### config.mk
export PLATFORM = sky130hd
export DESIGN_NAME = nrd_top
export DESIGN_NICKNAME = d
export VERILOG_FILES = /design/src/shared/nrd_pkg.sv /design/src/shared/nrd_nmi_if.sv /design/src/design/nrd_nmi_unit.sv /design/src/design/nrd_pulse_stretch.sv /design/src/design/nrd_top.sv
export SDC_FILE = /design/constraint.sdc
export NUM_CORES = 1
export LEC_CHECK = 0
export BUFFER_PORTS_ARGS = -buffer_cell sky130_fd_sc_hd__buf_2
export CAP_MARGIN = 20
export CORE_MARGIN = 1
export CORE_UTILIZATION = 55
export CTS_CLUSTER_DIAMETER = 200
export DETAILED_ROUTE_END_ITERATION = 8
export GPL_TIMING_DRIVEN = 0
export PLACE_DENSITY = 0.75
export SKIP_CTS_REPAIR_TIMING = 1
export SLEW_MARGIN = 20
export SYNTH_ARGS = -nofsm -noshare
export SYNTH_HDL_FRONTEND = slang
export SYNTH_HIERARCHICAL = 1
export SYNTH_SLANG_ARGS = --single-unit
### constraint.sdc
create_clock -name ref_clk -period 2.8 [get_ports ref_clk]
set_input_delay 0.56 -clock ref_clk [delete_from_list [all_inputs] [get_ports ref_clk]]
set_output_delay 0.56 -clock ref_clk [all_outputs]
set_load 0.01 [all_outputs]
### src/shared/nrd_pkg.sv
// constants shared by the nmi and reset distribution block
package nrd_pkg;

  localparam int ADDR_W = 8;
  localparam int DATA_W = 32;

  localparam logic [ADDR_W-1:0] OFS_PRI_NMI_FLAGS       = 8'h00;
  localparam logic [ADDR_W-1:0] OFS_PRI_NMI_FLAG_CLEAR  = 8'h04;
  localparam logic [ADDR_W-1:0] OFS_PRI_NMI_FLAG_FORCE  = 8'h08;
  localparam logic [ADDR_W-1:0] OFS_PRI_NMI_WDOG        = 8'h0C;
  localparam logic [ADDR_W-1:0] OFS_CTL_NMI_FLAGS       = 8'h10;
  localparam logic [ADDR_W-1:0] OFS_CTL_NMI_FLAG_CLEAR  = 8'h14;
  localparam logic [ADDR_W-1:0] OFS_CTL_NMI_FLAG_FORCE  = 8'h18;
  localparam logic [ADDR_W-1:0] OFS_CTL_NMI_WDOG        = 8'h1C;
  localparam logic [ADDR_W-1:0] OFS_REMOTE_RESET_CTRL   = 8'h20;
  localparam logic [ADDR_W-1:0] OFS_REMOTE_RESET_STATUS = 8'h24;
  localparam logic [ADDR_W-1:0] OFS_PERIPH_RESET_CTRL   = 8'h28;
  localparam logic [ADDR_W-1:0] OFS_DEVICE_CONFIG       = 8'h2C;
  localparam logic [ADDR_W-1:0] OFS_RESET_CAUSE         = 8'h30;

  // nmi source positions, primary block
  localparam int PSRC_CTL_WDOG    = 0;
  localparam int PSRC_VEC_FETCH   = 1;
  localparam int PSRC_OSC_MISSING = 2;
  localparam int PSRC_ABUS_ERR    = 3;
  localparam int PSRC_EXT_EMERG   = 4;
  localparam int PSRC_PRI_BIST    = 5;
  localparam int PSRC_CTL_BIST    = 6;
  // nmi source positions, control block
  localparam int CSRC_OSC_MISSING = 0;
  localparam int CSRC_ABUS_ERR    = 1;
  localparam int CSRC_RAM_UNC     = 2;
  localparam int CSRC_FLASH_UNC   = 3;
  localparam int CSRC_VEC_FETCH   = 4;
  localparam int CSRC_CTL_BIST    = 5;
  localparam int CSRC_PRI_BIST    = 6;

  localparam int NMI_SRC_W = 7;
  localparam int NMI_CNT_W = 16;
  localparam logic [NMI_CNT_W-1:0] NMI_WDOG_LIMIT = 16'h0400;
  localparam int WDOG_RUN_BIT  = 16;
  localparam int WDOG_EXP_BIT  = 17;
  localparam int WDOG_STOP_BIT = 0;

  localparam int RRC_CTL_REQ  = 0;
  localparam int RRC_ABUS_RST = 1;
  localparam int RRS_SEEN     = 0;

  localparam int CAUSE_W    = 5;
  localparam int CAUSE_EXT  = 0;
  localparam int CAUSE_POR  = 1;
  localparam int CAUSE_WD0  = 2;
  localparam int CAUSE_WD1  = 3;
  localparam int CAUSE_SW   = 4;

  localparam int PULSE_CNT_W = 8;
  localparam logic [PULSE_CNT_W-1:0] PIN_PULSE_CYCLES = 8'h10;

  localparam logic [1:0] RESP_OKAY   = 2'h0;
  localparam logic [1:0] RESP_SLVERR = 2'h2;

endpackage

### src/shared/nrd_nmi_if.sv
// carrier between the top and one nmi collection unit
`timescale 1ns/1ps
`default_nettype none
interface nrd_nmi_if #(parameter int NSRC = 7, parameter int CW = 16);
  logic [NSRC-1:0] src;
  logic            sub_reset;
  logic [NSRC-1:0] clr_bits;
  logic [NSRC-1:0] frc_bits;
  logic            wd_stop;
  logic [NSRC-1:0] flags;
  logic            irq;
  logic            event_p;
  logic            wd_reset;
  logic            wd_running;
  logic [CW-1:0]   wd_count;
  modport unit (input src, sub_reset, clr_bits, frc_bits, wd_stop,
                output flags, irq, event_p, wd_reset, wd_running, wd_count);
  modport ctrl (output src, sub_reset, clr_bits, frc_bits, wd_stop,
                input flags, irq, event_p, wd_reset, wd_running, wd_count);
endinterface
`default_nettype wire

### src/design/nrd_nmi_unit.sv
// nmi flag collection with its nmi watchdog
`timescale 1ns/1ps
`default_nettype none
module nrd_nmi_unit
  import nrd_pkg::*;
#(
  parameter logic [NMI_CNT_W-1:0] LIMIT = NMI_WDOG_LIMIT
) (
  input wire logic ref_clk,
  input wire logic resetn,
  nrd_nmi_if.unit  nmi
);

  typedef struct packed {
    logic [NMI_SRC_W-1:0] flags;
    logic                 evt;
    logic                 run;
    logic                 expired;
    logic [NMI_CNT_W-1:0] cnt;
  } nrd_unit_state_type;

  nrd_unit_state_type q;
  nrd_unit_state_type d;

  always_comb begin
    d = q;
    d.flags = (q.flags & ~nmi.clr_bits) | nmi.src | nmi.frc_bits;
    d.evt = |(d.flags & ~q.flags);
    if (nmi.wd_stop) begin
      d.run = 1'b0;
      d.cnt = '0;
    end else if (q.run) begin
      if (q.cnt == LIMIT - 1'b1) begin
        d.run     = 1'b0;
        d.expired = 1'b1;
      end else begin
        d.cnt = q.cnt + 1'b1;
      end
    end
    if (d.evt && !q.run && !q.expired) begin
      d.run = 1'b1;
      d.cnt = '0;
    end
    if (nmi.sub_reset) begin
      d = '0;
    end
  end

  always_ff @(posedge ref_clk) begin
    if (!resetn) begin
      q <= '0;
    end else begin
      q <= d;
    end
  end

  assign nmi.flags      = q.flags;
  assign nmi.irq        = |q.flags;
  assign nmi.event_p    = q.evt;
  assign nmi.wd_reset   = q.expired;
  assign nmi.wd_running = q.run;
  assign nmi.wd_count   = q.cnt;

endmodule
`default_nettype wire

### src/design/nrd_pulse_stretch.sv
// stretches a reset trigger into a pin drive pulse
`timescale 1ns/1ps
`default_nettype none
module nrd_pulse_stretch
  import nrd_pkg::*;
#(
  parameter logic [PULSE_CNT_W-1:0] LEN = PIN_PULSE_CYCLES
) (
  input  wire logic ref_clk,
  input  wire logic resetn,
  input  wire logic trig,
  output var  logic active
);

  typedef struct packed {
    logic                   act;
    logic [PULSE_CNT_W-1:0] cnt;
  } nrd_stretch_state_type;

  nrd_stretch_state_type q;
  nrd_stretch_state_type d;

  always_comb begin
    d = q;
    if (trig) begin
      d.cnt = LEN;
    end else if (q.cnt != '0) begin
      d.cnt = q.cnt - 1'b1;
    end
    d.act = (d.cnt != '0);
  end

  always_ff @(posedge ref_clk) begin
    if (!resetn) begin
      q <= '0;
    end else begin
      q <= d;
    end
  end

  assign active = q.act;

endmodule
`default_nettype wire

### src/design/nrd_top.sv
// nmi collection and reset distribution with an axi4-lite register slave
//
// Summary of operation
// - any primary nmi source raises primary interrupt and watchdog start event
// - primary nmi watchdog not stopped counts to limit then requests reset
// - software stopping the primary nmi watchdog prevents its reset
// - primary block takes six listed error sources and control nmi watchdog expiry as its seven nmi inputs
// - primary block has flag, clear and force registers
// - any control nmi source raises control interrupt and watchdog event
// - control nmi watchdog expiry resets control side and flags primary nmi
// - control block takes seven listed error sources as nmi inputs
// - control block has flag, clear and force registers
// - low system reset pin resets primary and control subsystems
// - pin driven low on power-on or any primary watchdog expiry
// - analog pin resets analog side; analog power-on drives that pin
// - primary cpu reset is power-on or primary system reset
// - primary system reset ORs pin, watchdog, software and debugger resets
// - primary watchdog reset ORs both watchdogs and primary nmi watchdog
// - software and debugger resets also reset control and analog sides
// - remote control bits reset control subsystem and analog interface bus
// - status bit shows control system reset happened
// - peripheral reset bits act only on peripherals enabled in device config
// - reset cause records pin, power-on, watchdog 0, watchdog 1, software
// - control cpu reset ORs pin, control nmi wdog, sw, dbg, request
`timescale 1ns/1ps
`default_nettype none
module nrd_top
  import nrd_pkg::*;
#(
  parameter logic [NMI_CNT_W-1:0]   PRI_WDOG_LIMIT = NMI_WDOG_LIMIT,
  parameter logic [NMI_CNT_W-1:0]   CTL_WDOG_LIMIT = NMI_WDOG_LIMIT,
  parameter logic [PULSE_CNT_W-1:0] PIN_PULSE      = PIN_PULSE_CYCLES
) (
  input  wire logic              ref_clk,
  input  wire logic              resetn,
  // axi4-lite slave
  input  wire logic [ADDR_W-1:0] s_axi_awaddr,
  input  wire logic              s_axi_awvalid,
  output var  logic              s_axi_awready,
  input  wire logic [DATA_W-1:0] s_axi_wdata,
  input  wire logic [3:0]        s_axi_wstrb,
  input  wire logic              s_axi_wvalid,
  output var  logic              s_axi_wready,
  output var  logic [1:0]        s_axi_bresp,
  output var  logic              s_axi_bvalid,
  input  wire logic              s_axi_bready,
  input  wire logic [ADDR_W-1:0] s_axi_araddr,
  input  wire logic              s_axi_arvalid,
  output var  logic              s_axi_arready,
  output var  logic [DATA_W-1:0] s_axi_rdata,
  output var  logic [1:0]        s_axi_rresp,
  output var  logic              s_axi_rvalid,
  input  wire logic              s_axi_rready,
  // error sources
  input  wire logic              vector_fetch_error,
  input  wire logic              osc_clock_missing,
  input  wire logic              analog_bus_error,
  input  wire logic              external_emergency,
  input  wire logic              primary_selftest_error,
  input  wire logic              control_selftest_error,
  input  wire logic              ram_uncorrectable,
  input  wire logic              flash_uncorrectable,
  // reset sources
  input  wire logic              power_on_reset,
  input  wire logic              analog_power_on_reset,
  input  wire logic              primary_wdog0_timeout,
  input  wire logic              primary_wdog1_timeout,
  input  wire logic              software_reset,
  input  wire logic              debugger_reset,
  input  wire logic              control_system_reset,
  input  wire logic [DATA_W-1:0] device_config,
  // open-drain pins
  input  wire logic              system_reset_pin_in,
  output var  logic              system_reset_pin_out,
  output var  logic              system_reset_pin_oe,
  input  wire logic              analog_reset_pin_in,
  output var  logic              analog_reset_pin_out,
  output var  logic              analog_reset_pin_oe,
  // nmi outputs
  output var  logic              primary_nmi_interrupt,
  output var  logic              primary_nmi_event,
  output var  logic              primary_nmi_wdog_reset,
  output var  logic              control_nmi_interrupt,
  output var  logic              control_nmi_event,
  output var  logic              control_nmi_wdog_reset,
  // reset outputs
  output var  logic              primary_watchdog_reset,
  output var  logic              primary_system_reset,
  output var  logic              primary_cpu_reset,
  output var  logic              control_cpu_reset_in,
  output var  logic              analog_subsys_reset,
  output var  logic              analog_bus_reset,
  output var  logic [DATA_W-1:0] peripheral_reset
);

  typedef struct packed {
    logic                 awready;
    logic                 wready;
    logic                 aw_have;
    logic [ADDR_W-1:0]    aw_addr;
    logic                 w_have;
    logic [DATA_W-1:0]    w_data;
    logic [3:0]           w_strb;
    logic                 bvalid;
    logic [1:0]           bresp;
    logic                 arready;
    logic                 rvalid;
    logic [DATA_W-1:0]    rdata;
    logic [1:0]           rresp;
    logic [1:0]           remote_ctrl;
    logic                 ctl_seen;
    logic [DATA_W-1:0]    periph_ctrl;
    logic [CAUSE_W-1:0]   cause;
    logic                 pnmi_irq;
    logic                 pnmi_evt;
    logic                 pnmi_wd;
    logic                 cnmi_irq;
    logic                 cnmi_evt;
    logic                 cnmi_wd;
    logic                 pwdog_rst;
    logic                 psys_rst;
    logic                 pcpu_rst;
    logic                 ccpu_rst;
    logic                 ana_rst;
    logic [DATA_W-1:0]    periph_rst;
    logic                 xpin_oe;
    logic                 apin_oe;
  } nrd_top_state_type;

  nrd_top_state_type q;
  nrd_top_state_type d;

  nrd_nmi_if #(.NSRC(NMI_SRC_W), .CW(NMI_CNT_W)) pri_nmi ();
  nrd_nmi_if #(.NSRC(NMI_SRC_W), .CW(NMI_CNT_W)) ctl_nmi ();

  logic              wr_go;
  logic [DATA_W-1:0] wmask;
  logic [DATA_W-1:0] wbits;
  logic              wr_hit;
  logic              pin_xrs_low;
  logic              pin_ars_low;
  logic              xpin_drive;
  logic              apin_drive;
  logic [DATA_W-1:0] rd_val;
  logic              rd_hit;

  assign pri_nmi.src[PSRC_CTL_WDOG]    = ctl_nmi.wd_reset;
  assign pri_nmi.src[PSRC_VEC_FETCH]   = vector_fetch_error;
  assign pri_nmi.src[PSRC_OSC_MISSING] = osc_clock_missing;
  assign pri_nmi.src[PSRC_ABUS_ERR]    = analog_bus_error;
  assign pri_nmi.src[PSRC_EXT_EMERG]   = external_emergency;
  assign pri_nmi.src[PSRC_PRI_BIST]    = primary_selftest_error;
  assign pri_nmi.src[PSRC_CTL_BIST]    = control_selftest_error;
  assign ctl_nmi.src[CSRC_OSC_MISSING] = osc_clock_missing;
  assign ctl_nmi.src[CSRC_ABUS_ERR]    = analog_bus_error;
  assign ctl_nmi.src[CSRC_RAM_UNC]     = ram_uncorrectable;
  assign ctl_nmi.src[CSRC_FLASH_UNC]   = flash_uncorrectable;
  assign ctl_nmi.src[CSRC_VEC_FETCH]   = vector_fetch_error;
  assign ctl_nmi.src[CSRC_CTL_BIST]    = control_selftest_error;
  assign ctl_nmi.src[CSRC_PRI_BIST]    = primary_selftest_error;

  // flags are wiped by the reset of the subsystem that owns them
  assign pri_nmi.sub_reset = q.psys_rst;
  assign ctl_nmi.sub_reset = q.ccpu_rst;

  assign pin_xrs_low = !system_reset_pin_in;
  assign pin_ars_low = !analog_reset_pin_in;
  assign wr_go       = q.aw_have && q.w_have && !q.bvalid;
  assign wmask       = {{8{q.w_strb[3]}}, {8{q.w_strb[2]}}, {8{q.w_strb[1]}}, {8{q.w_strb[0]}}};
  assign wbits       = q.w_data & wmask;

  assign pri_nmi.clr_bits = (wr_go && q.aw_addr == OFS_PRI_NMI_FLAG_CLEAR) ?
                            wbits[NMI_SRC_W-1:0] : '0;
  assign pri_nmi.frc_bits = (wr_go && q.aw_addr == OFS_PRI_NMI_FLAG_FORCE) ?
                            wbits[NMI_SRC_W-1:0] : '0;
  assign ctl_nmi.clr_bits = (wr_go && q.aw_addr == OFS_CTL_NMI_FLAG_CLEAR) ?
                            wbits[NMI_SRC_W-1:0] : '0;
  assign ctl_nmi.frc_bits = (wr_go && q.aw_addr == OFS_CTL_NMI_FLAG_FORCE) ?
                            wbits[NMI_SRC_W-1:0] : '0;
  assign pri_nmi.wd_stop  = wr_go && q.aw_addr == OFS_PRI_NMI_WDOG && wbits[WDOG_STOP_BIT];
  assign ctl_nmi.wd_stop  = wr_go && q.aw_addr == OFS_CTL_NMI_WDOG && wbits[WDOG_STOP_BIT];

  nrd_nmi_unit #(.LIMIT(PRI_WDOG_LIMIT)) u_pri_nmi (
    .ref_clk (ref_clk),
    .resetn  (resetn),
    .nmi     (pri_nmi)
  );

  nrd_nmi_unit #(.LIMIT(CTL_WDOG_LIMIT)) u_ctl_nmi (
    .ref_clk (ref_clk),
    .resetn  (resetn),
    .nmi     (ctl_nmi)
  );

  // pin pulse on power-on or primary watchdog expiry
  nrd_pulse_stretch #(.LEN(PIN_PULSE)) u_xrs_drive (
    .ref_clk (ref_clk),
    .resetn  (resetn),
    .trig    (power_on_reset | primary_wdog0_timeout | primary_wdog1_timeout |
              pri_nmi.wd_reset),
    .active  (xpin_drive)
  );

  // analog power-on drives the analog pin
  nrd_pulse_stretch #(.LEN(PIN_PULSE)) u_ars_drive (
    .ref_clk (ref_clk),
    .resetn  (resetn),
    .trig    (analog_power_on_reset),
    .active  (apin_drive)
  );

  // register read decode
  always_comb begin
    rd_val = '0;
    rd_hit = 1'b1;
    if (s_axi_araddr == OFS_PRI_NMI_FLAGS) begin
      rd_val[NMI_SRC_W-1:0] = pri_nmi.flags;
    end else if (s_axi_araddr == OFS_PRI_NMI_WDOG) begin
      rd_val[NMI_CNT_W-1:0] = pri_nmi.wd_count;
      rd_val[WDOG_RUN_BIT]  = pri_nmi.wd_running;
      rd_val[WDOG_EXP_BIT]  = pri_nmi.wd_reset;
    end else if (s_axi_araddr == OFS_CTL_NMI_FLAGS) begin
      rd_val[NMI_SRC_W-1:0] = ctl_nmi.flags;
    end else if (s_axi_araddr == OFS_CTL_NMI_WDOG) begin
      rd_val[NMI_CNT_W-1:0] = ctl_nmi.wd_count;
      rd_val[WDOG_RUN_BIT]  = ctl_nmi.wd_running;
      rd_val[WDOG_EXP_BIT]  = ctl_nmi.wd_reset;
    end else if (s_axi_araddr inside {OFS_PRI_NMI_FLAG_CLEAR, OFS_PRI_NMI_FLAG_FORCE,
                                      OFS_CTL_NMI_FLAG_CLEAR, OFS_CTL_NMI_FLAG_FORCE}) begin
      rd_val = '0;
    end else if (s_axi_araddr == OFS_REMOTE_RESET_CTRL) begin
      rd_val[1:0] = q.remote_ctrl;
    end else if (s_axi_araddr == OFS_REMOTE_RESET_STATUS) begin
      rd_val[RRS_SEEN] = q.ctl_seen;
    end else if (s_axi_araddr == OFS_PERIPH_RESET_CTRL) begin
      rd_val = q.periph_ctrl;
    end else if (s_axi_araddr == OFS_DEVICE_CONFIG) begin
      rd_val = device_config;
    end else if (s_axi_araddr == OFS_RESET_CAUSE) begin
      rd_val[CAUSE_W-1:0] = q.cause;
    end else begin
      rd_hit = 1'b0;
    end
  end

  // write address hit check, same map as reads
  always_comb begin
    wr_hit = 1'b1;
    if (q.aw_addr == OFS_DEVICE_CONFIG || q.aw_addr == OFS_PRI_NMI_FLAGS ||
        q.aw_addr == OFS_CTL_NMI_FLAGS) begin
      wr_hit = 1'b1;
    end else if (q.aw_addr > OFS_RESET_CAUSE || q.aw_addr[1:0] != 2'h0) begin
      wr_hit = 1'b0;
    end
  end

  always_comb begin
    d = q;
    // write channels are taken in either order and held until both arrive
    if (s_axi_awvalid && q.awready) begin
      d.aw_have = 1'b1;
      d.aw_addr = s_axi_awaddr;
    end
    if (s_axi_wvalid && q.wready) begin
      d.w_have = 1'b1;
      d.w_data = s_axi_wdata;
      d.w_strb = s_axi_wstrb;
    end
    if (q.bvalid && s_axi_bready) begin
      d.bvalid = 1'b0;
    end
    if (wr_go) begin
      d.aw_have = 1'b0;
      d.w_have  = 1'b0;
      d.bvalid  = 1'b1;
      d.bresp   = wr_hit ? RESP_OKAY : RESP_SLVERR;
      if (q.aw_addr == OFS_REMOTE_RESET_CTRL) begin
        d.remote_ctrl = (q.remote_ctrl & ~wmask[1:0]) | wbits[1:0];
      end else if (q.aw_addr == OFS_PERIPH_RESET_CTRL) begin
        d.periph_ctrl = (q.periph_ctrl & ~wmask) | wbits;
      end else if (q.aw_addr == OFS_REMOTE_RESET_STATUS) begin
        d.ctl_seen = q.ctl_seen & ~wbits[RRS_SEEN];
      end else if (q.aw_addr == OFS_RESET_CAUSE) begin
        d.cause = q.cause & ~wbits[CAUSE_W-1:0];
      end
    end
    d.awready = !d.aw_have && !d.bvalid;
    d.wready  = !d.w_have && !d.bvalid;

    // one read in flight; data are captured with the address
    if (q.rvalid && s_axi_rready) begin
      d.rvalid = 1'b0;
    end
    if (s_axi_arvalid && q.arready) begin
      d.rvalid = 1'b1;
      d.rdata  = rd_val;
      d.rresp  = rd_hit ? RESP_OKAY : RESP_SLVERR;
    end
    d.arready = !d.rvalid;

    if (control_system_reset) begin
      d.ctl_seen = 1'b1;
    end
    // reset cause, each event beats a clear
    if (pin_xrs_low && !q.xpin_oe) begin
      d.cause[CAUSE_EXT] = 1'b1;
    end
    if (power_on_reset) begin
      d.cause[CAUSE_POR] = 1'b1;
    end
    if (primary_wdog0_timeout) begin
      d.cause[CAUSE_WD0] = 1'b1;
    end
    if (primary_wdog1_timeout) begin
      d.cause[CAUSE_WD1] = 1'b1;
    end
    if (software_reset) begin
      d.cause[CAUSE_SW] = 1'b1;
    end

    // interrupt and event to each cpu and watchdog
    d.pnmi_irq = pri_nmi.irq;
    d.pnmi_evt = pri_nmi.event_p;
    d.cnmi_irq = ctl_nmi.irq;
    d.cnmi_evt = ctl_nmi.event_p;
    d.pnmi_wd  = pri_nmi.wd_reset;
    d.cnmi_wd  = ctl_nmi.wd_reset;

    d.pwdog_rst = primary_wdog0_timeout | primary_wdog1_timeout | pri_nmi.wd_reset;
    d.psys_rst  = pin_xrs_low | d.pwdog_rst | software_reset | debugger_reset;
    d.pcpu_rst  = power_on_reset | d.psys_rst;
    d.ccpu_rst  = pin_xrs_low | ctl_nmi.wd_reset | software_reset | debugger_reset |
                  q.remote_ctrl[RRC_CTL_REQ];
    d.ana_rst   = pin_ars_low | software_reset | debugger_reset;
    d.periph_rst = q.periph_ctrl & device_config;
    // open-drain drive, enable high while pulling low
    d.xpin_oe = xpin_drive;
    d.apin_oe = apin_drive;
  end

  always_ff @(posedge ref_clk) begin
    if (!resetn) begin
      q <= '0;
    end else begin
      q <= d;
    end
  end

  assign s_axi_awready          = q.awready;
  assign s_axi_wready           = q.wready;
  assign s_axi_bresp            = q.bresp;
  assign s_axi_bvalid           = q.bvalid;
  assign s_axi_arready          = q.arready;
  assign s_axi_rdata            = q.rdata;
  assign s_axi_rresp            = q.rresp;
  assign s_axi_rvalid           = q.rvalid;
  // open-drain pins only ever pull low
  assign system_reset_pin_out   = 1'b0;
  assign analog_reset_pin_out   = 1'b0;
  assign system_reset_pin_oe    = q.xpin_oe;
  assign analog_reset_pin_oe    = q.apin_oe;
  assign primary_nmi_interrupt  = q.pnmi_irq;
  assign primary_nmi_event      = q.pnmi_evt;
  assign primary_nmi_wdog_reset = q.pnmi_wd;
  assign control_nmi_interrupt  = q.cnmi_irq;
  assign control_nmi_event      = q.cnmi_evt;
  assign control_nmi_wdog_reset = q.cnmi_wd;
  assign primary_watchdog_reset = q.pwdog_rst;
  assign primary_system_reset   = q.psys_rst;
  assign primary_cpu_reset      = q.pcpu_rst;
  assign control_cpu_reset_in   = q.ccpu_rst;
  assign analog_subsys_reset    = q.ana_rst;
  // analog interface bus reset held while the bit is set
  assign analog_bus_reset       = q.remote_ctrl[RRC_ABUS_RST];
  assign peripheral_reset       = q.periph_rst;

endmodule
`default_nettype wire

# Yosys cells after proc, flatten, opt, wreduce, memory -nomap -nowiden
# Index checks and enable logic that the tools add are counted.
# classes
shifts,0
n_div,0
eq_ne,43
n_addsub,4
n_mul,0
reduce_logical,77
bitwise_logic,45
n_lt_le_gt_ge,1
muxes,88
# op_table
operator,n
2-to-1 mux 32 bit,14
2-to-1 mux 31 bit,7
bitwise AND 32 bit,3
"== test 8 x 6 -> 1 bit, second input constant",10
2-to-1 mux 38 bit,2
2-to-1 mux 18 bit,4
"== test 8 x 5 -> 1 bit, second input constant",8
2-to-1 mux 25 bit,2
2-to-1 mux 7 bit,6
2-to-1 mux 37 bit,1
2-to-1 mux 35 bit,1
"adder 16 x 1 -> 16 bit, second input constant",2
"== test 16 x 10 -> 1 bit, second input constant",2
"== test 8 x 4 -> 1 bit, second input constant",4
2-to-1 mux 16 bit,2
2-to-1 mux 8 bit,4
inverter 32 bit,1
OR 32 bit,1
nonzero test 8 bit,4
2-to-1 mux 30 bit,1
2-to-1 mux 1 bit,29
bitwise AND 7 bit,4
2-to-1 mux 14 bit,2
"!= test 2 bit, second input constant",14
other kinds (32),130
# word_totals
elab_cells,307
in_bits,108
latchBits,0
reg_bits,242
out_inout_bits,89
mem_bits_ro,0
mem_bits_rw,0
mem_count,0

# Longest topological paths before layout
# Gate-level depths: netlist of run 1.
# logic_depth
ltp_word,30
ltp_mapped,11
ltp_nobuf,9

# By module
# The synthesis of run 1 kept the hierarchy.
# by_module_without_submodules
module,n_inst,area_per_inst_um2,cells_each,seq_area_each_um2
nrd_top,1,7567.3,875,3403.3
nrd_nmi_unit,2,1328.8,155,520.5
nrd_pulse_stretch,2,548.0,64,180.2

# Worst setup path before layout of run 1
# No wires, ideal clock.
# synth_path
path_type,register to register
from,"register q, in the netlist s_axi_bvalid"
to,"register u_ctl_nmi.q, in the netlist u_ctl_nmi/nmi.wd_count[10]"
path_stages_with_launch,12
n_path_buf,2
period_less_slack_ps,2440
setup_slack_ps,360
t_required_ps,2668
setup_ps,132
arrival_ps,2308
cell_sequence,dfxtp_1 -> nand3b_1 -> nor3_2 -> and2_1 -> nand2_1 -> nor2_1 -> nor2_1 -> o2111ai_1 -> o31a_1 -> clkbuf_1 -> clkbuf_1 -> nor3_1
# synth_between
word_cells_on_any_way,17
classes_between,mux (2); bitwise (5); reduce/logical (10)
# synth_lines
item,line_no,rtl
from (decl),nrd_top.sv:130,nrd_top_state_type q;
from (signal assigned),nrd_top.sv:343,q <= '0;
from (signal assigned),nrd_top.sv:345,q <= d;
zero test 1 bit,nrd_top.sv:168,assign wr_go = q.aw_have && q.w_have && !q.bvalid;
logical AND 1 bit,nrd_top.sv:168,
logical AND 1 bit,nrd_top.sv:178,assign ctl_nmi.frc_bits = (wr_go && q.aw_addr == OFS_CTL_NMI_FLAG_FORCE) ?
2-to-1 mux 7 bit,nrd_top.sv:178,
named net ctl_nmi.frc_bits[4],nrd_nmi_if.sv:8,logic [NSRC-1:0] frc_bits;
OR 7 bit,nrd_nmi_unit.sv:27,d.flags = (q.flags & ~nmi.clr_bits) | nmi.src | nmi.frc_bits;
bitwise AND 7 bit,nrd_nmi_unit.sv:28,d.evt = |(d.flags & ~q.flags);
OR reduction 7 bit,nrd_nmi_unit.sv:28,
logical AND 1 bit (2 in a row),nrd_nmi_unit.sv:40,if (d.evt && !q.run && !q.expired) begin
OR reduction 4 bit (no line),-,
to (signal assigned),nrd_nmi_unit.sv:51,q <= '0;
to (signal assigned),nrd_nmi_unit.sv:53,q <= d;
to (decl),nrd_nmi_unit.sv:22,nrd_unit_state_type q;
# The timed path passes the listed nets, and every way through them passes these cells.
# A chain may end at the register's enable or synchronous reset.

# Worst setup path after layout of run 1
# layout_path
from,"register q, in the netlist s_axi_bvalid"
to,"register u_ctl_nmi.q, in the netlist u_ctl_nmi/nmi.wd_running"
# layout_between
word_cells_on_any_way,18
classes_between,mux (4); bitwise (5); reduce/logical (9)
# layout_lines
item,line_no
zero test 1 bit,nrd_top.sv:168
logical AND 1 bit,nrd_top.sv:168
logical AND 1 bit,nrd_top.sv:178
2-to-1 mux 7 bit,nrd_top.sv:178
named net ctl_nmi.frc_bits[4],nrd_nmi_if.sv:8
OR 7 bit,nrd_nmi_unit.sv:27
bitwise AND 7 bit,nrd_nmi_unit.sv:28
OR reduction 7 bit,nrd_nmi_unit.sv:28
logical AND 1 bit (2 in a row),nrd_nmi_unit.sv:40
2-to-1 mux 1 bit,nrd_nmi_unit.sv:40
# The timed path passes the listed nets, and every way through them passes these cells.

==> results.yml, run 1 <==
worst_setup_path:
  rr_worst_depth: 11
  crit_path_end_kind: "flop"
  cp_num_buf_inv: 2
  critical-path-slowest-cell: "o31a_1"
  worstPathCellList: "nand3b_1 -> nor3_4 -> and2_1 -> nand2_1 -> nor2_1 -> nor2_1 -> o2111ai_1 -> o31a_1 -> buf_4 -> buf_4 -> o21ba_2"
  cp.arrival_ns: 3.12
  worst-path-max-fanout: 7
  startpoint_type: "flop"
  cpLargestDelayFamily: "simple AND/OR/NAND/NOR gates"
  cp_slowest_stage_delay_ns: 0.34
  worstSetupPathDepth: 11
  path_class: "reg2reg"
  cp.required_ns: 3.28
outcome:
  status: "finished clean"
cts:
  cts_tree: "yes"
  cts_buffers: 25
  htree_levels: 1
  path_clk_slew_ns: 0.06
  cts.sinks: 240
  clock_path_buffers: 3
  clkLatencyLatePin_ns: 0.53
  root_buffer: "clkbuf_16"
timing:
  maxSlewViolCount: 0
  fin_crit_ns: 2.65
  holdWs_ns: 0.214
  hold_viol_final: 0
  post-route-period-util: 0.945
  worst_pin_slew_ns: 0.768
  finalSetupViolations: 0
  finClkSkew_ns: 0.0117
  maxSlewHeadroom: 0.488
  clock.fmax_ghz: 0.378
logic_synthesis:
  synth-seq-cells: 240
  syn_inst: 1313
  synth_seq_area_share: 0.424
  ys_types: 75
  avgSynthCellArea_um2: 8.62
  synth_edf_count: 0
  syn_area_mm2: 0.0113
  synth_ff_type: "dfxtp_1"
  ys_warn_count: 6
  synthArstFlopShare: 0
placement:
  dp_hpwl_um: 23400
  post_dp_cell_area_mm2: 0.0126
  io_buffers: 192
  gp_congestion: 0.923
cells_and_area:
  final_area_mm2: 0.0136
  nets: 1660
  fillers: 1689
  area_growth_pct: 20.0
  drive_gt1_frac: 0.239
floorplan:
  die_y_um: 145
  rows: 52
  die_area_mm2: 0.0212
  core_mm2: 0.0202
  die_x_um: 145
  io_pins: 197
  start_util: 0.559
routing:
  wire_per_inst_um: 17.4
  antenna_left: 0
  drc: 0
  drt-pass1-iter-count: 5
  dr.first_iter.drc_count: 780
  drt-vias-per-instance: 5.64
  num_vias: 10371
  wl_um: 32100
run:
  drv_cap: 0
min_path:
  hp-class: "in2reg"
  hold_depth: 2
pwr:
  powerDensity_mw_per_mm2: 589
  finalPower_mw: 8.01
  p_leak_nw: 5.76
  peakVddDrop_uv: 466
grt:
  overflow: 0
  grt_max_degree: 14
  grt_pass1_vias: 9619
  grt_pass1_wl_um: 50500
  antenna_found_initial: 7
  grt_usage: 0.297
[placed cells by master, fill, tap and decap left out, drive strengths merged, types with 20 or more instances in the layout]
cell type / n
a211oi: 21
a21boi: 52
a21oi: 38
and3: 39
buf: 295
clkbuf: 85
dfxtp: 240
inv: 20
mux2i: 63
nand2: 180
nand2b: 23
nand3: 26
nor2: 98
nor2b: 36
nor3: 42
nor4: 21
o21ai: 73
[kinds of logic (layout without fill, tap and decap cells)]
group,after synthesis,after routing,synth area share
mux,64,64,0.0567
other cells,1,9,0.000331
fa+ha+maj,6,6,0.00663
flops,240,240,0.424
compound gates,271,271,0.160
simple gates,556,556,0.260
xor+xnor,16,16,0.0124
buf+inv,159,407,0.0789
[final cells by class]
type / count / area [um^2] / area share
diodes: 5 / 12.5 / 0.000921
inverters: 19 / 71.3 / 0.00525
repair buffers: 205 / 1060 / 0.0779
multi-input cells: 917 / 5640 / 0.415
plain buffers: 138 / 821 / 0.0604
clock buffers: 37 / 741 / 0.0545
flip-flops and latches: 240 / 4800 / 0.354
clock inverters: 8 / 98.8 / 0.00728
well taps: 270 / 338 / 0.0249
[final timing paths]
kind / end / start / slack [ns]
setup / recovery: u_ctl_nmi/nmi.wd_running$_SDFF_PP0_ / s_axi_bvalid$_SDFF_PN0_ / 0.15
hold reg to reg: primary_nmi_event$_SDFF_PN0_ / u_pri_nmi/nmi.event_p$_SDFF_PP0_ / 0.44
setup reg to reg: u_ctl_nmi/nmi.wd_running$_SDFF_PP0_ / s_axi_bvalid$_SDFF_PN0_ / 0.15
hold / removal: analog_subsys_reset$_SDFF_PN0_ / analog_reset_pin_in / 0.21
[Yosys cell counts (3+ instances only)]
master / count / share of area
and3_1: 37 / 0.020
mux2i_1: 63 / 0.056
buf_4: 72 / 0.048
nor3_2: 3 / 0.0027
xnor2_1: 12 / 0.0093
nand3b_1: 8 / 0.0053
a21oi_1: 38 / 0.017
xor2_1: 4 / 0.0031
nor4b_4: 3 / 0.0063
nand2_2: 3 / 0.0017
o2bb2ai_1: 4 / 0.0031
nor3b_1: 3 / 0.0020
a211o_1: 3 / 0.0023
or3_1: 9 / 0.0050
o21bai_1: 6 / 0.0040
buf_2: 14 / 0.0062
nand4_1: 14 / 0.0077
o21ai_1: 20 / 0.0088
a211oi_1: 20 / 0.013
a31oi_1: 6 / 0.0033
and2_1: 16 / 0.0088
dfxtp_1: 240 / 0.42
o221ai_1: 5 / 0.0039
and4b_1: 3 / 0.0027
and4_1: 5 / 0.0039
a21boi_0: 52 / 0.034
nor2b_1: 36 / 0.020
a22oi_1: 18 / 0.012
or4_1: 6 / 0.0040
inv_1: 19 / 0.0063
o21a_1: 12 / 0.0080
nand2b_1: 23 / 0.013
o31a_1: 5 / 0.0039
nand2_1: 177 / 0.059
nor2_1: 96 / 0.032
nand3_1: 26 / 0.011
buf_1: 3 / 0.00099
o31ai_1: 7 / 0.0046
or2_2: 7 / 0.0039
nor3_1: 39 / 0.017
nor4_1: 18 / 0.0099
o21ai_0: 53 / 0.023
clkbuf_1: 49 / 0.016
ha_1: 6 / 0.0066
[routing by layer]
| metal | track usage | up-vias | wire, um |
|---|---|---|---|
| li1 | - | 5019 | - |
| met3 | 0.0455 | 95 | 2530 |
| met5 | 0 | - | 11 |
| met2 | 0.478 | 426 | 14500 |
| met4 | 0.114 | 2 | 1120 |
| met1 | 0.401 | 4829 | 13900 |
[power breakdown]
part	switching [mW]	leakage (nW)	total, mW	internal (mW)
registers	0.116	1.95	3.65	3.54
clock network	1.40	0.409	3.41	2.01
logic	0.539	3.40	0.941	0.402
total	2.06	5.76	8.01	5.95
[metrics by stage]
stage	setup WS, ns	setup TNS (ns)	cells	utilization
2_1_floorplan	0.360	0	1316	-
4_1_cts	-0.300	-5.20	1823	0.666
5_1_grt	-0.00975	-0.0204	1839	0.671
3_5_place_dp	-0.285	-4.72	1778	0.624
6_report	0.154	0	1839	0.671
3_3_place_gp	-0.261	-4.21	1778	0.624
(Power assumes the default switching activity.)
==> run 2, diff against run 1 <==
- GPL_ROUTABILITY_DRIVEN: unset -> 0
- SYNTH_HIERARCHICAL: 1 -> unset
==> run 2 against run 1 <==
Global-route usage grew 1.7 points. Non-clock buffer count shrank 16. Critical path depth shrank 4. Combinational power grew 2.6%. Worst hold slack lost 0.023 ns. Register-to-register slack gained 0.12 ns. Sequential share of layout area grew 1.8 points.
==> results.yml, run 2 <==
outcome:
  status: "finished clean"
routing:
  wl_um: 32000
  dr.first_iter.drc_count: 915
  drc: 0
  wl_met1_um: 13300
  dr_wl_met2_um: 14400
  drt-vias-per-instance: 5.71
  dr.max_layer_used: "met4"
  antenna_left: 0
  drt-pass1-iter-count: 7
  num_vias: 10270
  wl_met3_um: 2670
  wire_per_inst_um: 17.8
grt:
  overflow: 0
  grt_max_degree: 16
  grt_usage: 0.313
  antenna_found_initial: 1
  grt_pass1_vias: 9462
  grt_pass1_wl_um: 49300
timing:
  fin_ws_ns: 0.272
  maxSlewHeadroom: 0.330
  maxSlewViolCount: 0
  post-route-period-util: 0.903
  holdWs_ns: 0.190
  hold_viol_final: 0
  tns_ns: 0
  finalSetupViolations: 0
  worst_pin_slew_ns: 0.996
  fin_crit_ns: 2.53
  clock.fmax_ghz: 0.396
  grt_setup_unrepaired: "no"
  finClkSkew_ns: 0.0153
logic_synthesis:
  syn_inst: 1296
  yosysMostFrequentCell: "dfxtp_1"
  avgSynthCellArea_um2: 8.28
  ys_warn_count: 0
  synth_edf_count: 0
  synth_ff_type: "dfxtp_1"
  syn_area_mm2: 0.0107
  synth-seq-cells: 240
  netlist.area_leader.share: 0.448
  ys_types: 72
  synthTopCellsByCount: "240 x dfxtp_1, 232 x nand2_1, 126 x a21oi_1"
  synth_largest_area_cell: "dfxtp_1"
  synthArstFlopShare: 0
  synth_area_leaders: "dfxtp_1 45%, nand2_1 8.1%, a21oi_1 5.9%, buf_4 5.0%, nor2_1 3.3%"
  synth_seq_area_share: 0.448
worst_setup_path:
  rr_worst_depth: 7
  critPathLaunch: "q[164]$_SDFFE_PN0P_"
  cp.required_ns: 3.22
  worstSetupEndpoint: "u_ctl_nmi.nmi.wd_count[15]$_SDFFE_PP0P_"
  r2r_slack_ns: 0.27
  startpoint_type: "flop"
  r2r_start: "q[164]$_SDFFE_PN0P_"
  cp.arrival_ns: 2.94
  rr_endpoint: "u_ctl_nmi.nmi.wd_count[15]$_SDFFE_PP0P_"
  worst-path-max-fanout: 10
  path_class: "reg2reg"
  crit_path_end_kind: "flop"
cells_and_area:
  mostFrequentLayoutCell: "dfxtp_1"
  finalNonFillerCells: 1798
  fillers: 1639
  multi_input_area_mm2: 0.00504
  nets: 1630
  layout_common_cells: "240 x dfxtp_1, 232 x nand2_1, 204 x buf_2"
  final_area_mm2: 0.0129
  area_growth_pct: 20.4
  seq_area_mm2: 0.00480
  drive_gt1_frac: 0.224
run:
  drv_cap: 0
floorplan:
  die_area_mm2: 0.0201
  start_util: 0.568
  io_pins: 197
  core_mm2: 0.0189
  rows: 50
  die_y_um: 142
  die_x_um: 142
cts:
  clkLatencyLatePin_ns: 0.54
  htree_levels: 1
  cts_tree: "yes"
  clock_path_buffers: 3
  cts.sinks: 240
  cts_buffers: 26
  path_clk_slew_ns: 0.07
  root_buffer: "clkbuf_16"
placement:
  dp.cells: 1748
  place_ws_ns: -0.0310
  post_dp_cell_area_mm2: 0.0120
  dp_hpwl_um: 23800
  io_buffers: 189
pwr:
  peakVddDrop_uv: 564
  p_leak_nw: 5.33
  powerDensity_mw_per_mm2: 629
min_path:
  hp-class: "in2reg"
## run 2: layer usage
metal,global-route usage,up-vias
met2,0.505,543
met1,0.407,4693
met3,0.0476,115
met4,0.162,0
li1,-,4919
met5,0,-
## run 2: worst max-delay path: stages (launching register included)
cell and delay (ns):
dfxtp_1 0.32, clkbuf_1 0.34, nor3b_1 0.44, nand4_1 0.21, a311o_1 0.39, nand3_1 0.33
buf_2 0.30, nor2_1 0.07
## run 2: how the worst min path moves through the flow
stage | from | endpoint | slack [ns] | cells after the start
3_5_place_dp | u_ctl_nmi.nmi.event_p$_SDFF_PP0_ | control_nmi_event$_SDFF_PN0_ | 0.42 | 1
6_report | analog_reset_pin_in | analog_subsys_reset$_SDFF_PN0_ | 0.19 | 2
4_1_cts | analog_reset_pin_in | analog_subsys_reset$_SDFF_PN0_ | 0.18 | 2
3_3_place_gp | u_pri_nmi.nmi.event_p$_SDFF_PP0_ | primary_nmi_event$_SDFF_PN0_ | 0.42 | 1
5_1_grt | analog_reset_pin_in | analog_subsys_reset$_SDFF_PN0_ | 0.18 | 2
2_1_floorplan | u_ars_drive.active$_SDFF_PN0_ | analog_reset_pin_oe$_SDFF_PN0_ | 0.41 | 1
## run 2: area by class of cell
class / count / area share
Inverter: 29 / 0.00842
Multi-Input combinational cell: 892 / 0.390
Clock inverter: 13 / 0.00987
Tap cell: 260 / 0.0252
Timing Repair Buffer: 189 / 0.0732
Antenna cell: 2 / 0.000387
Clock buffer: 35 / 0.0592
Buffer: 138 / 0.0623
Sequential cell: 240 / 0.372
## run 2: logic make-up (layout without fill, tap and decap cells)
logic type / count (synthesis) / count (layout) / synth area share
buffers and inverters: 167 / 404 / 0.0852
and+or+nand+nor: 532 / 532 / 0.244
AOI/OAI and AO/OA: 307 / 307 / 0.181
DFF: 240 / 240 / 0.448
adders and majority gates: 6 / 6 / 0.00699
xor gates and xnor gates: 40 / 40 / 0.0326
other: 1 / 6 / 0.000349
muxes: 3 / 3 / 0.00280
## run 2: power breakdown
| group | leakage, nW | internal, mW | switching [mW] |
|---|---|---|---|
| clock | 0.432 | 2.03 | 1.45 |
| sequential | 1.95 | 3.55 | 0.133 |
| combinational | 2.95 | 0.388 | 0.577 |
## run 2: per-stage QoR
stage	power (mW)	util
2_1_floorplan	4.39	-
3_5_place_dp	4.70	0.636
4_1_cts	8.14	0.683
3_3_place_gp	4.68	0.636
5_1_grt	8.42	0.684
6_report	8.13	0.684
